--- src/core/arr_consts.vh ---
// register map, field positions and codes for the result/trigger block
`ifndef ARR_CONSTS_VH
`define ARR_CONSTS_VH

// register indices; byte address on the bus is four times the index
`define ARR_IDX_RES_LO   8'h78
`define ARR_IDX_RES_HI   8'h79
`define ARR_IDX_TRIG     8'h7b
`define ARR_IDX_DIDR     8'h7e
`define ARR_IDX_CTRL     8'h70
`define ARR_IDX_STAT     8'h71

// control register fields
`define ARR_CTL_EN       0
`define ARR_CTL_AUTO     1
`define ARR_CTL_LEFT     2
`define ARR_CTL_DIFF     3
`define ARR_CTL_START    4
`define ARR_CTL_MASK     4'hf

// status register fields
`define ARR_STA_DONE     0
`define ARR_STA_LOCK     1

// trigger control fields
`define ARR_TRG_CMUX     6
`define ARR_TRG_SEL_HI   2
`define ARR_TRG_SEL_LO   0
`define ARR_TRG_MASK     8'h47

// trigger source codes
`define ARR_TS_FREE      3'h0
`define ARR_TS_ACMP      3'h1
`define ARR_TS_EXT0      3'h2
`define ARR_TS_T0CMPA    3'h3
`define ARR_TS_T0OVF     3'h4
`define ARR_TS_T1CMPB    3'h5
`define ARR_TS_T1OVF     3'h6
`define ARR_TS_T1CAP     3'h7

// reset values
`define ARR_RST_BYTE     8'h00
`define ARR_RST_CTRL     4'h0
`define ARR_RST_RES      10'h000
`define ARR_RST_WORD     32'h0000_0000

`endif

--- src/core/arr_result_fmt.v ---
// result layout: right or left justified 16-bit view of the stored value
`default_nettype none

module arr_result_fmt #(
	parameter RES_W = 10
) (
	input  wire [RES_W-1:0] res_i,
	input  wire             left_i,
	output reg  [15:0]      pair_o
);

	// layout follows the control bit live, not latched per conversion
	always @* begin
		if (left_i) begin
			pair_o = {res_i, {(16-RES_W){1'b0}}};
		end else begin
			pair_o = {{(16-RES_W){1'b0}}, res_i};
		end
	end

endmodule

`default_nettype wire

--- src/core/arr_trig_sel.v ---
// auto-trigger source select and rising-edge detect
`include "arr_consts.vh"
`default_nettype none

module arr_trig_sel (
	input  wire       mclk_i,
	input  wire       rst_n_i,
	input  wire [2:0] sel_i,
	input  wire       auto_en_i,
	input  wire       conv_en_i,
	input  wire [7:0] flags_i,
	output wire       hit_o
);

	reg        prev_q;
	reg  [2:0] sel_q;
	wire       now;
	wire       rise;
	wire       to_free;

	// flag index equals trigger code; bit 0 is the done flag
	assign now = flags_i[sel_i];

	// previous value of the muxed flag, so a source switch looks like an edge
	always @(posedge mclk_i or negedge rst_n_i) begin
		if (!rst_n_i) begin
			prev_q <= 1'b0;
			sel_q  <= `ARR_TS_FREE;
		end else begin
			prev_q <= now;
			sel_q  <= sel_i;
		end
	end

	assign rise    = now & ~prev_q;
	// entering free-running must not fire on an already set done flag
	assign to_free = (sel_i == `ARR_TS_FREE) && (sel_q != `ARR_TS_FREE);
	assign hit_o   = auto_en_i & conv_en_i & rise & ~to_free;

endmodule

`default_nettype wire

--- src/core/arr_regs.v ---
// converter result, trigger control and pin input-disable registers on APB
`include "arr_consts.vh"
`default_nettype none

// Summary of operation
// - result pair is read-only; low byte at index 0x78, high byte next.
// - a completed conversion loads the result pair unless it is locked or a low-byte read is in flight.
// - differential channel results are stored in two's complement.
// - reading the low byte locks the pair until the high byte is read.
// - justify cleared: result in bits 9:0, upper bits zero.
// - justify set: result in bits 15:6, low byte top bits hold 1:0.
// - comparator mux enable with converter off routes mux to comparator.
// - trigger source select ignored unless auto-trigger is enabled.
// - auto-trigger starts a conversion on the selected flag's rise.
// - switching from a cleared to a set source is an edge.
// - switching to free-running never fires by itself.
// - trigger codes 000 free-run through 111 timer1 capture.
// - an input-disable bit forces that pin's digital input to zero.
// - done flag sets when a conversion finishes, even when the locked pair is not updated.
// - justify changes the presented layout at once.
// - each positive trigger edge, except one made by switching to free-running, starts a conversion while both auto and the converter enable are on.
module arr_regs #(
	parameter RES_W = 10,
	parameter PINS  = 8
) (
	input  wire             mclk_i,
	input  wire             rst_n_i,
	// apb slave
	input  wire             psel_i,
	input  wire             penable_i,
	input  wire             pwrite_i,
	input  wire [11:0]      paddr_i,
	input  wire [31:0]      pwdata_i,
	input  wire [3:0]       pstrb_i,
	output wire             pready_o,
	output wire [31:0]      prdata_o,
	output wire             pslverr_o,
	// converter core
	input  wire             conv_done_i,
	input  wire [RES_W-1:0] conv_data_i,
	output wire             conv_start_o,
	output wire             conv_en_o,
	// trigger flags of the peripherals, index = trigger code, 0 unused
	input  wire [7:1]       trig_flags_i,
	// comparator negative input select: 1 = converter mux
	output wire             cmp_mux_sel_o,
	// analog pins
	input  wire [PINS-1:0]  pin_raw_i,
	output wire [PINS-1:0]  pin_in_o,
	output wire [PINS-1:0]  pin_buf_dis_o,
	// visible conversion-complete flag
	output wire             conv_done_flag_o
);

	reg             pready_q;
	reg  [31:0]     prdata_q;
	reg             pslverr_q;
	reg  [3:0]      ctrl_q;
	reg  [7:0]      trig_q;
	reg  [PINS-1:0] didr_q;
	reg  [RES_W-1:0] res_q;
	reg             lock_q;
	reg             done_q;
	reg             start_q;
	reg             cmp_q;
	reg  [PINS-1:0] pin_q;
	reg  [31:0]     rdata_d;
	reg             mapped_d;

	wire            setup;
	wire            acc;
	wire            wr;
	wire            rd;
	wire            hit_lo;
	wire            hit_hi;
	wire            hit_trig;
	wire            hit_didr;
	wire            hit_ctrl;
	wire            hit_stat;
	wire            lo_pending;
	wire            upd_ok;
	wire [RES_W-1:0] conv_val;
	wire [15:0]     pair;
	wire            trig_hit;
	wire            man_start;
	wire            done_clr;
	wire            ctl_en;
	wire            ctl_auto;
	wire            ctl_left;
	wire            ctl_diff;
	wire [2:0]      trg_sel;
	wire            trg_cmux;
	wire            rd_lo;
	wire            rd_hi;

	// byte address match for an index-based register
	function arr_hit;
		input [11:0] addr;
		input [7:0]  idx;
		begin
			arr_hit = (addr == {2'b00, idx, 2'b00});
		end
	endfunction

	// one byte of the presented pair, upper or lower half
	function [7:0] arr_byte;
		input [15:0] word;
		input        upper;
		begin
			arr_byte = upper ? word[15:8] : word[7:0];
		end
	endfunction

	// bus phase decode
	assign setup = psel_i & ~penable_i;
	assign acc   = psel_i & penable_i & pready_q;
	assign wr    = acc & pwrite_i & pstrb_i[0];
	assign rd    = acc & ~pwrite_i;

	// address decode
	assign hit_lo   = arr_hit(paddr_i, `ARR_IDX_RES_LO);
	assign hit_hi   = arr_hit(paddr_i, `ARR_IDX_RES_HI);
	assign hit_trig = arr_hit(paddr_i, `ARR_IDX_TRIG);
	assign hit_didr = arr_hit(paddr_i, `ARR_IDX_DIDR);
	assign hit_ctrl = arr_hit(paddr_i, `ARR_IDX_CTRL);
	assign hit_stat = arr_hit(paddr_i, `ARR_IDX_STAT);

	// control fields pulled out once, read in several places
	assign ctl_en   = ctrl_q[`ARR_CTL_EN];
	assign ctl_auto = ctrl_q[`ARR_CTL_AUTO];
	assign ctl_left = ctrl_q[`ARR_CTL_LEFT];
	assign ctl_diff = ctrl_q[`ARR_CTL_DIFF];
	assign trg_sel  = trig_q[`ARR_TRG_SEL_HI:`ARR_TRG_SEL_LO];
	assign trg_cmux = trig_q[`ARR_TRG_CMUX];
	assign rd_lo    = rd & hit_lo;
	assign rd_hi    = rd & hit_hi;

	// presented 16-bit layout of the stored result
	arr_result_fmt #(
		.RES_W (RES_W)
	) u_fmt (
		.res_i  (res_q),
		.left_i (ctl_left),
		.pair_o (pair)
	);

	// trigger source select and edge detect; code 0 watches the done flag
	arr_trig_sel u_trig (
		.mclk_i    (mclk_i),
		.rst_n_i   (rst_n_i),
		.sel_i     (trg_sel),
		.auto_en_i (ctl_auto),
		.conv_en_i (ctl_en),
		.flags_i   ({trig_flags_i, done_q}),
		.hit_o     (trig_hit)
	);

	// read data mux; unmapped addresses read zero and flag an error
	always @* begin
		rdata_d  = `ARR_RST_WORD;
		mapped_d = 1'b1;
		if (hit_lo) begin
			rdata_d[7:0] = arr_byte(pair, 1'b0);
		end else if (hit_hi) begin
			rdata_d[7:0] = arr_byte(pair, 1'b1);
		end else if (hit_trig) begin
			rdata_d[7:0] = trig_q;
		end else if (hit_didr) begin
			rdata_d[PINS-1:0] = didr_q;
		end else if (hit_ctrl) begin
			rdata_d[3:0] = ctrl_q;
		end else if (hit_stat) begin
			rdata_d[`ARR_STA_DONE] = done_q;
			rdata_d[`ARR_STA_LOCK] = lock_q;
		end else begin
			mapped_d = 1'b0;
		end
	end

	// one wait-free answer: data latched in setup, pready in access
	always @(posedge mclk_i or negedge rst_n_i) begin
		if (!rst_n_i) begin
			pready_q  <= 1'b0;
			prdata_q  <= `ARR_RST_WORD;
			pslverr_q <= 1'b0;
		end else begin
			pready_q  <= setup;
			pslverr_q <= setup & ~mapped_d;
			if (setup) begin
				prdata_q <= pwrite_i ? `ARR_RST_WORD : rdata_d;
			end
		end
	end

	// writable registers; result pair has no write path at all
	always @(posedge mclk_i or negedge rst_n_i) begin
		if (!rst_n_i) begin
			ctrl_q <= `ARR_RST_CTRL;
			trig_q <= `ARR_RST_BYTE;
			didr_q <= {PINS{1'b0}};
		end else begin
			if (wr && hit_ctrl) begin
				ctrl_q <= pwdata_i[3:0] & `ARR_CTL_MASK;
			end
			if (wr && hit_trig) begin
				trig_q <= pwdata_i[7:0] & `ARR_TRG_MASK;
			end
			if (wr && hit_didr) begin
				didr_q <= pwdata_i[PINS-1:0];
			end
		end
	end

	// the lock must also cover a low-byte read still in flight,
	// else a late update could split the pair between two conversions
	assign lo_pending = psel_i & ~pwrite_i & hit_lo;
	assign upd_ok     = conv_done_i & ~lock_q & ~lo_pending;

	// differential core output is offset binary; flip msb for signed form
	assign conv_val = ctl_diff ?
		{~conv_data_i[RES_W-1], conv_data_i[RES_W-2:0]} :
		conv_data_i;

	// result store and read lock; writes never touch either
	always @(posedge mclk_i or negedge rst_n_i) begin
		if (!rst_n_i) begin
			res_q  <= `ARR_RST_RES;
			lock_q <= 1'b0;
		end else begin
			if (upd_ok) begin
				res_q <= conv_val;
			end
			if (rd_lo) begin
				lock_q <= 1'b1;
			end else if (rd_hi) begin
				lock_q <= 1'b0;
			end
		end
	end

	// done flag: set on completion, cleared by writing one; set wins
	assign done_clr = wr & hit_stat & pwdata_i[`ARR_STA_DONE];

	always @(posedge mclk_i or negedge rst_n_i) begin
		if (!rst_n_i) begin
			done_q <= 1'b0;
		end else begin
			done_q <= conv_done_i | (done_q & ~done_clr);
		end
	end

	// software start bit is a strobe, it is never stored
	assign man_start = wr & hit_ctrl & pwdata_i[`ARR_CTL_START] &
		pwdata_i[`ARR_CTL_EN];

	// start strobe to the core, one cycle per trigger
	always @(posedge mclk_i or negedge rst_n_i) begin
		if (!rst_n_i) begin
			start_q <= 1'b0;
		end else begin
			start_q <= trig_hit | man_start;
		end
	end

	// comparator input routing: only while the converter is off
	always @(posedge mclk_i or negedge rst_n_i) begin
		if (!rst_n_i) begin
			cmp_q <= 1'b0;
		end else begin
			cmp_q <= trg_cmux & ~ctl_en;
		end
	end

	// digital pin inputs read zero when their buffer is disabled
	always @(posedge mclk_i or negedge rst_n_i) begin
		if (!rst_n_i) begin
			pin_q <= {PINS{1'b0}};
		end else begin
			pin_q <= pin_raw_i & ~didr_q;
		end
	end

	// outputs, all straight from flops
	assign pready_o         = pready_q;
	assign prdata_o         = prdata_q;
	assign pslverr_o        = pslverr_q;
	assign conv_start_o     = start_q;
	assign conv_en_o        = ctl_en;
	assign cmp_mux_sel_o    = cmp_q;
	assign pin_in_o         = pin_q;
	assign pin_buf_dis_o    = didr_q;
	assign conv_done_flag_o = done_q;

endmodule

`default_nettype wire

--- config.mk ---
export PLATFORM = sky130hd
export DESIGN_NAME = arr_regs
export DESIGN_NICKNAME = d
export VERILOG_FILES = /design/src/core/arr_result_fmt.v /design/src/core/arr_trig_sel.v /design/src/core/arr_regs.v
export VERILOG_INCLUDE_DIRS = /design/src /design/src/core
export SDC_FILE = /design/constraint.sdc
export NUM_CORES = 1
export LEC_CHECK = 0
export ABC_AREA = 0
export BUFFER_PORTS_ARGS = -buffer_cell sky130_fd_sc_hd__buf_2
export CAP_MARGIN = 20
export CORE_MARGIN = 4
export CORE_UTILIZATION = 50
export CTS_CLUSTER_SIZE = 28
export DETAILED_ROUTE_END_ITERATION = 6
export PLACE_DENSITY = 0.86
export SKIP_CTS_REPAIR_TIMING = 1
export SYNTH_ARGS = -nofsm -noshare
export SYNTH_HDL_FRONTEND = slang
export SYNTH_SLANG_ARGS = --single-unit
--- constraint.sdc ---
create_clock -name mclk_i -period 4.3 [get_ports mclk_i]
set_clock_uncertainty 0.15 [all_clocks]
set_input_delay 0.215 -clock mclk_i [delete_from_list [all_inputs] [get_ports mclk_i]]
set_output_delay 0.215 -clock mclk_i [all_outputs]
set_load 0.01 [all_outputs]
==> flow_summary.ini <==
[drt]
wl_met1_um = 2890
via_per_inst = 5.55
vias = 2302
highest_layer = met4
first_pass_iters = 4
drcViolationCount = 0
met2_length_um = 3610
ant_nets = 0
wl_met3_um = 522
wl_per_cell_um = 17.3
routed_wl_um = 7200
drtIter0Drc = 262

[power_and_ir_drop]
power.total_w = 0.000900
powerDensity_nw_per_um2 = 259
irDropWorstVdd_v = 0.000261
leakagePower_nw = 1.67

[cts]
clockBufferDepth = 2
cts-root-buf = clkbuf_8
clock_sinks = 52
cts_inserted_buffers = 5
ctsHtreeMaxLevel = 2
clk-insertion-delay-late_ps = 310
clkTransAtPathRegs_ps = 90
cts_tree = done

[die]
num_io_pins = 133
rows = 26
start_util_pct = 52.7
die_w_um = 82.1
die_h_um = 82.1
fp.dieArea_um2 = 6740
core_um2 = 5200

[worst_setup_path]
crit_slowest_cell = or4b_1
ff2ff_setup_slack_ps = 2290
cp.arrival_ps = 2350
required_ps = 4350
reg2reg_from = ctrl_q[2]
critical-path-max-stage-delay_ps = 670
worst_setup_path_end_kind = register
r2r_end = prdata_o[2]
critPathBufInv = 1
cp-start-kind = input pin
crit_family = simple AND/OR/NAND/NOR gates
crit_chain = buf_2, or4b_1, nor2_2, and4_1, mux2_2
critPathKind = input pin to register
r2r_cells = 4
cp.depth = 5
cp_max_fo = 8

[final_layout]
fin_nets = 423
drive_gt1_share_pct = 37.7
area_growth_pct = 26.5
nFillCells = 433
antenna_cells = 0
utilization_pct = 66.7

[sta]
final_hold_viol_count = 0
fmax_mhz = 436
maxSlewHeadroom_pct = 27.0
setup-tns-final_ps = 0
tightest_slew_ps = 1080
setup_viol = 0
final_max_slew_viol_count = 0
rsz0062_at_grt = no
fin_crit_ps = 2290
period_share_pct = 53.3

[worst_hold_path]
whs_path_depth = 2
hp-class = input pin to register
min_to = prdata_o[5]
hp-start = pwrite_i

[logic_synthesis]
ys_seq_area_share_pct = 47.4
syn_area_um2 = 2750
ys.flop_type = dfrtp_1
syn_avg_cell_area_um2 = 11.3
synth_cell_types = 53
yosys_register_bits = 52
async_flop_share_pct = 100
synthCells = 242
yosysWarnings = 0
synth_edf_count = 0

[flow_run]
cap_violations = 0

[placed_design]
gp_congestion = 0.903
numPortBuffers = 81
dp_hpwl_um = 5190

[status]
status = complete, no violations

[grt]
grt_overflow = 0
antenna_found_initial = 0
grt_first_pass_wirelength_um = 10700
first_global_vias = 2121
grt_max_degree = 53
grt_util_all_layers_pct = 21.5
==> registers in the layout, summed over array words and instances (netlist names) <==
| signal | cells |
|---|---|
| res_q | 10 |
| pin_buf_dis_o | 8 |
| pin_in_o | 8 |
| prdata_o | 8 |
| ctrl_q | 4 |
| trig_q | 4 |
| u_trig.sel_q | 3 |
| cmp_mux_sel_o | 1 |
| conv_done_flag_o | 1 |
| conv_start_o | 1 |
| lock_q | 1 |
| pready_o | 1 |
| pslverr_o | 1 |
| u_trig.prev_q | 1 |
==> layout make-up <==
cell class                 instances  area (um2)  area share [%]
multi-input combinational        175        1290            37.2
clock inverter                     3        28.8           0.829
tap                               70        87.6            2.52
timing repair buffer             107         683            19.7
sequential                        52        1300            37.5
clock buffer                       5        68.8            1.98
inverter                           3        11.3           0.324
==> cell usage after synthesis, types with 4 or more instances <==
master | number | area share, %
nand4_1 | 4 | 0.91
nor2b_1 | 15 | 3.4
clkbuf_1 | 7 | 0.96
a32o_1 | 4 | 1.5
buf_2 | 4 | 0.73
nor3_1 | 5 | 0.91
a22oi_1 | 5 | 1.4
nand2_1 | 12 | 1.6
nor2_1 | 5 | 0.68
buf_4 | 24 | 6.6
nor4_1 | 4 | 0.91
dfrtp_1 | 52 | 47
mux2_2 | 29 | 12
o21ai_0 | 9 | 1.6
==> metal layers <==
metal,up-vias,global-route usage (%)
met5,-,0
met4,0,9.30
met3,16,4.77
met2,108,34.7
met1,1115,27.9
li1,1063,-
==> cell usage in the layout, fill, tap and decap left out, types with 4 or more instances in the layout <==
master / instances
a22oi_1: 5
mux2_2: 29
clkbuf_8: 5
nand4_1: 4
a32o_1: 4
nor3_1: 5
nor4_1: 4
conb_1: 24
dfrtp_1: 52
nor2b_1: 15
nor2_1: 5
nand2_1: 12
dlygate4sd3_1: 25
o21ai_0: 9
buf_2: 81
==> how the worst max path moves through the flow <==
| stage | from | slack (ps) | to |
|---|---|---|---|
| 3_5_place_dp | paddr_i[9] | 1710 | pin_buf_dis_o[6] |
| 5_1_grt | paddr_i[9] | 1950 | pin_buf_dis_o[6] |
| 4_1_cts | paddr_i[9] | 2060 | pin_buf_dis_o[6] |
| 6_report | paddr_i[9] | 2010 | pin_buf_dis_o[7] |
| 2_1_floorplan | paddr_i[9] | 2230 | pin_buf_dis_o[0] |
| 3_3_place_gp | paddr_i[9] | 1730 | pin_buf_dis_o[0] |
==> cell families (layout without fill, tap and decap cells) <==
logic type	count (synthesis)	after routing	synth area share, %
compound gates	43	43	11.7
xor+xnor	1	1	0.319
buf+inv	38	118	8.66
flops	52	52	47.4
mux	34	34	14.6
other cells	1	24	0.137
simple gates	73	73	17.1
==> through the flow <==
step | cells | hold WS [ps] | worst slack (ps) | cell area [um2]
2_1_floorplan | 265 | -231 | 2230 | 2830
6_report | 415 | 36.0 | 2010 | 3470
4_1_cts | 389 | -47.2 | 2060 | 3200
3_5_place_dp | 381 | 290 | 1710 | 3100
5_1_grt | 415 | 26.7 | 1950 | 3470
3_3_place_gp | 381 | 275 | 1730 | 3100
==> report_power, final <==
group          switching, W  leakage [nW]  internal, W  total (W)
logic             0.0000589         0.930    0.0000481   0.000107
clock network      0.000174        0.0511     0.000123   0.000297
registers        0.00000161         0.690     0.000494   0.000495
total              0.000235          1.67     0.000665   0.000900
Power figures use the tool's default switching activity.
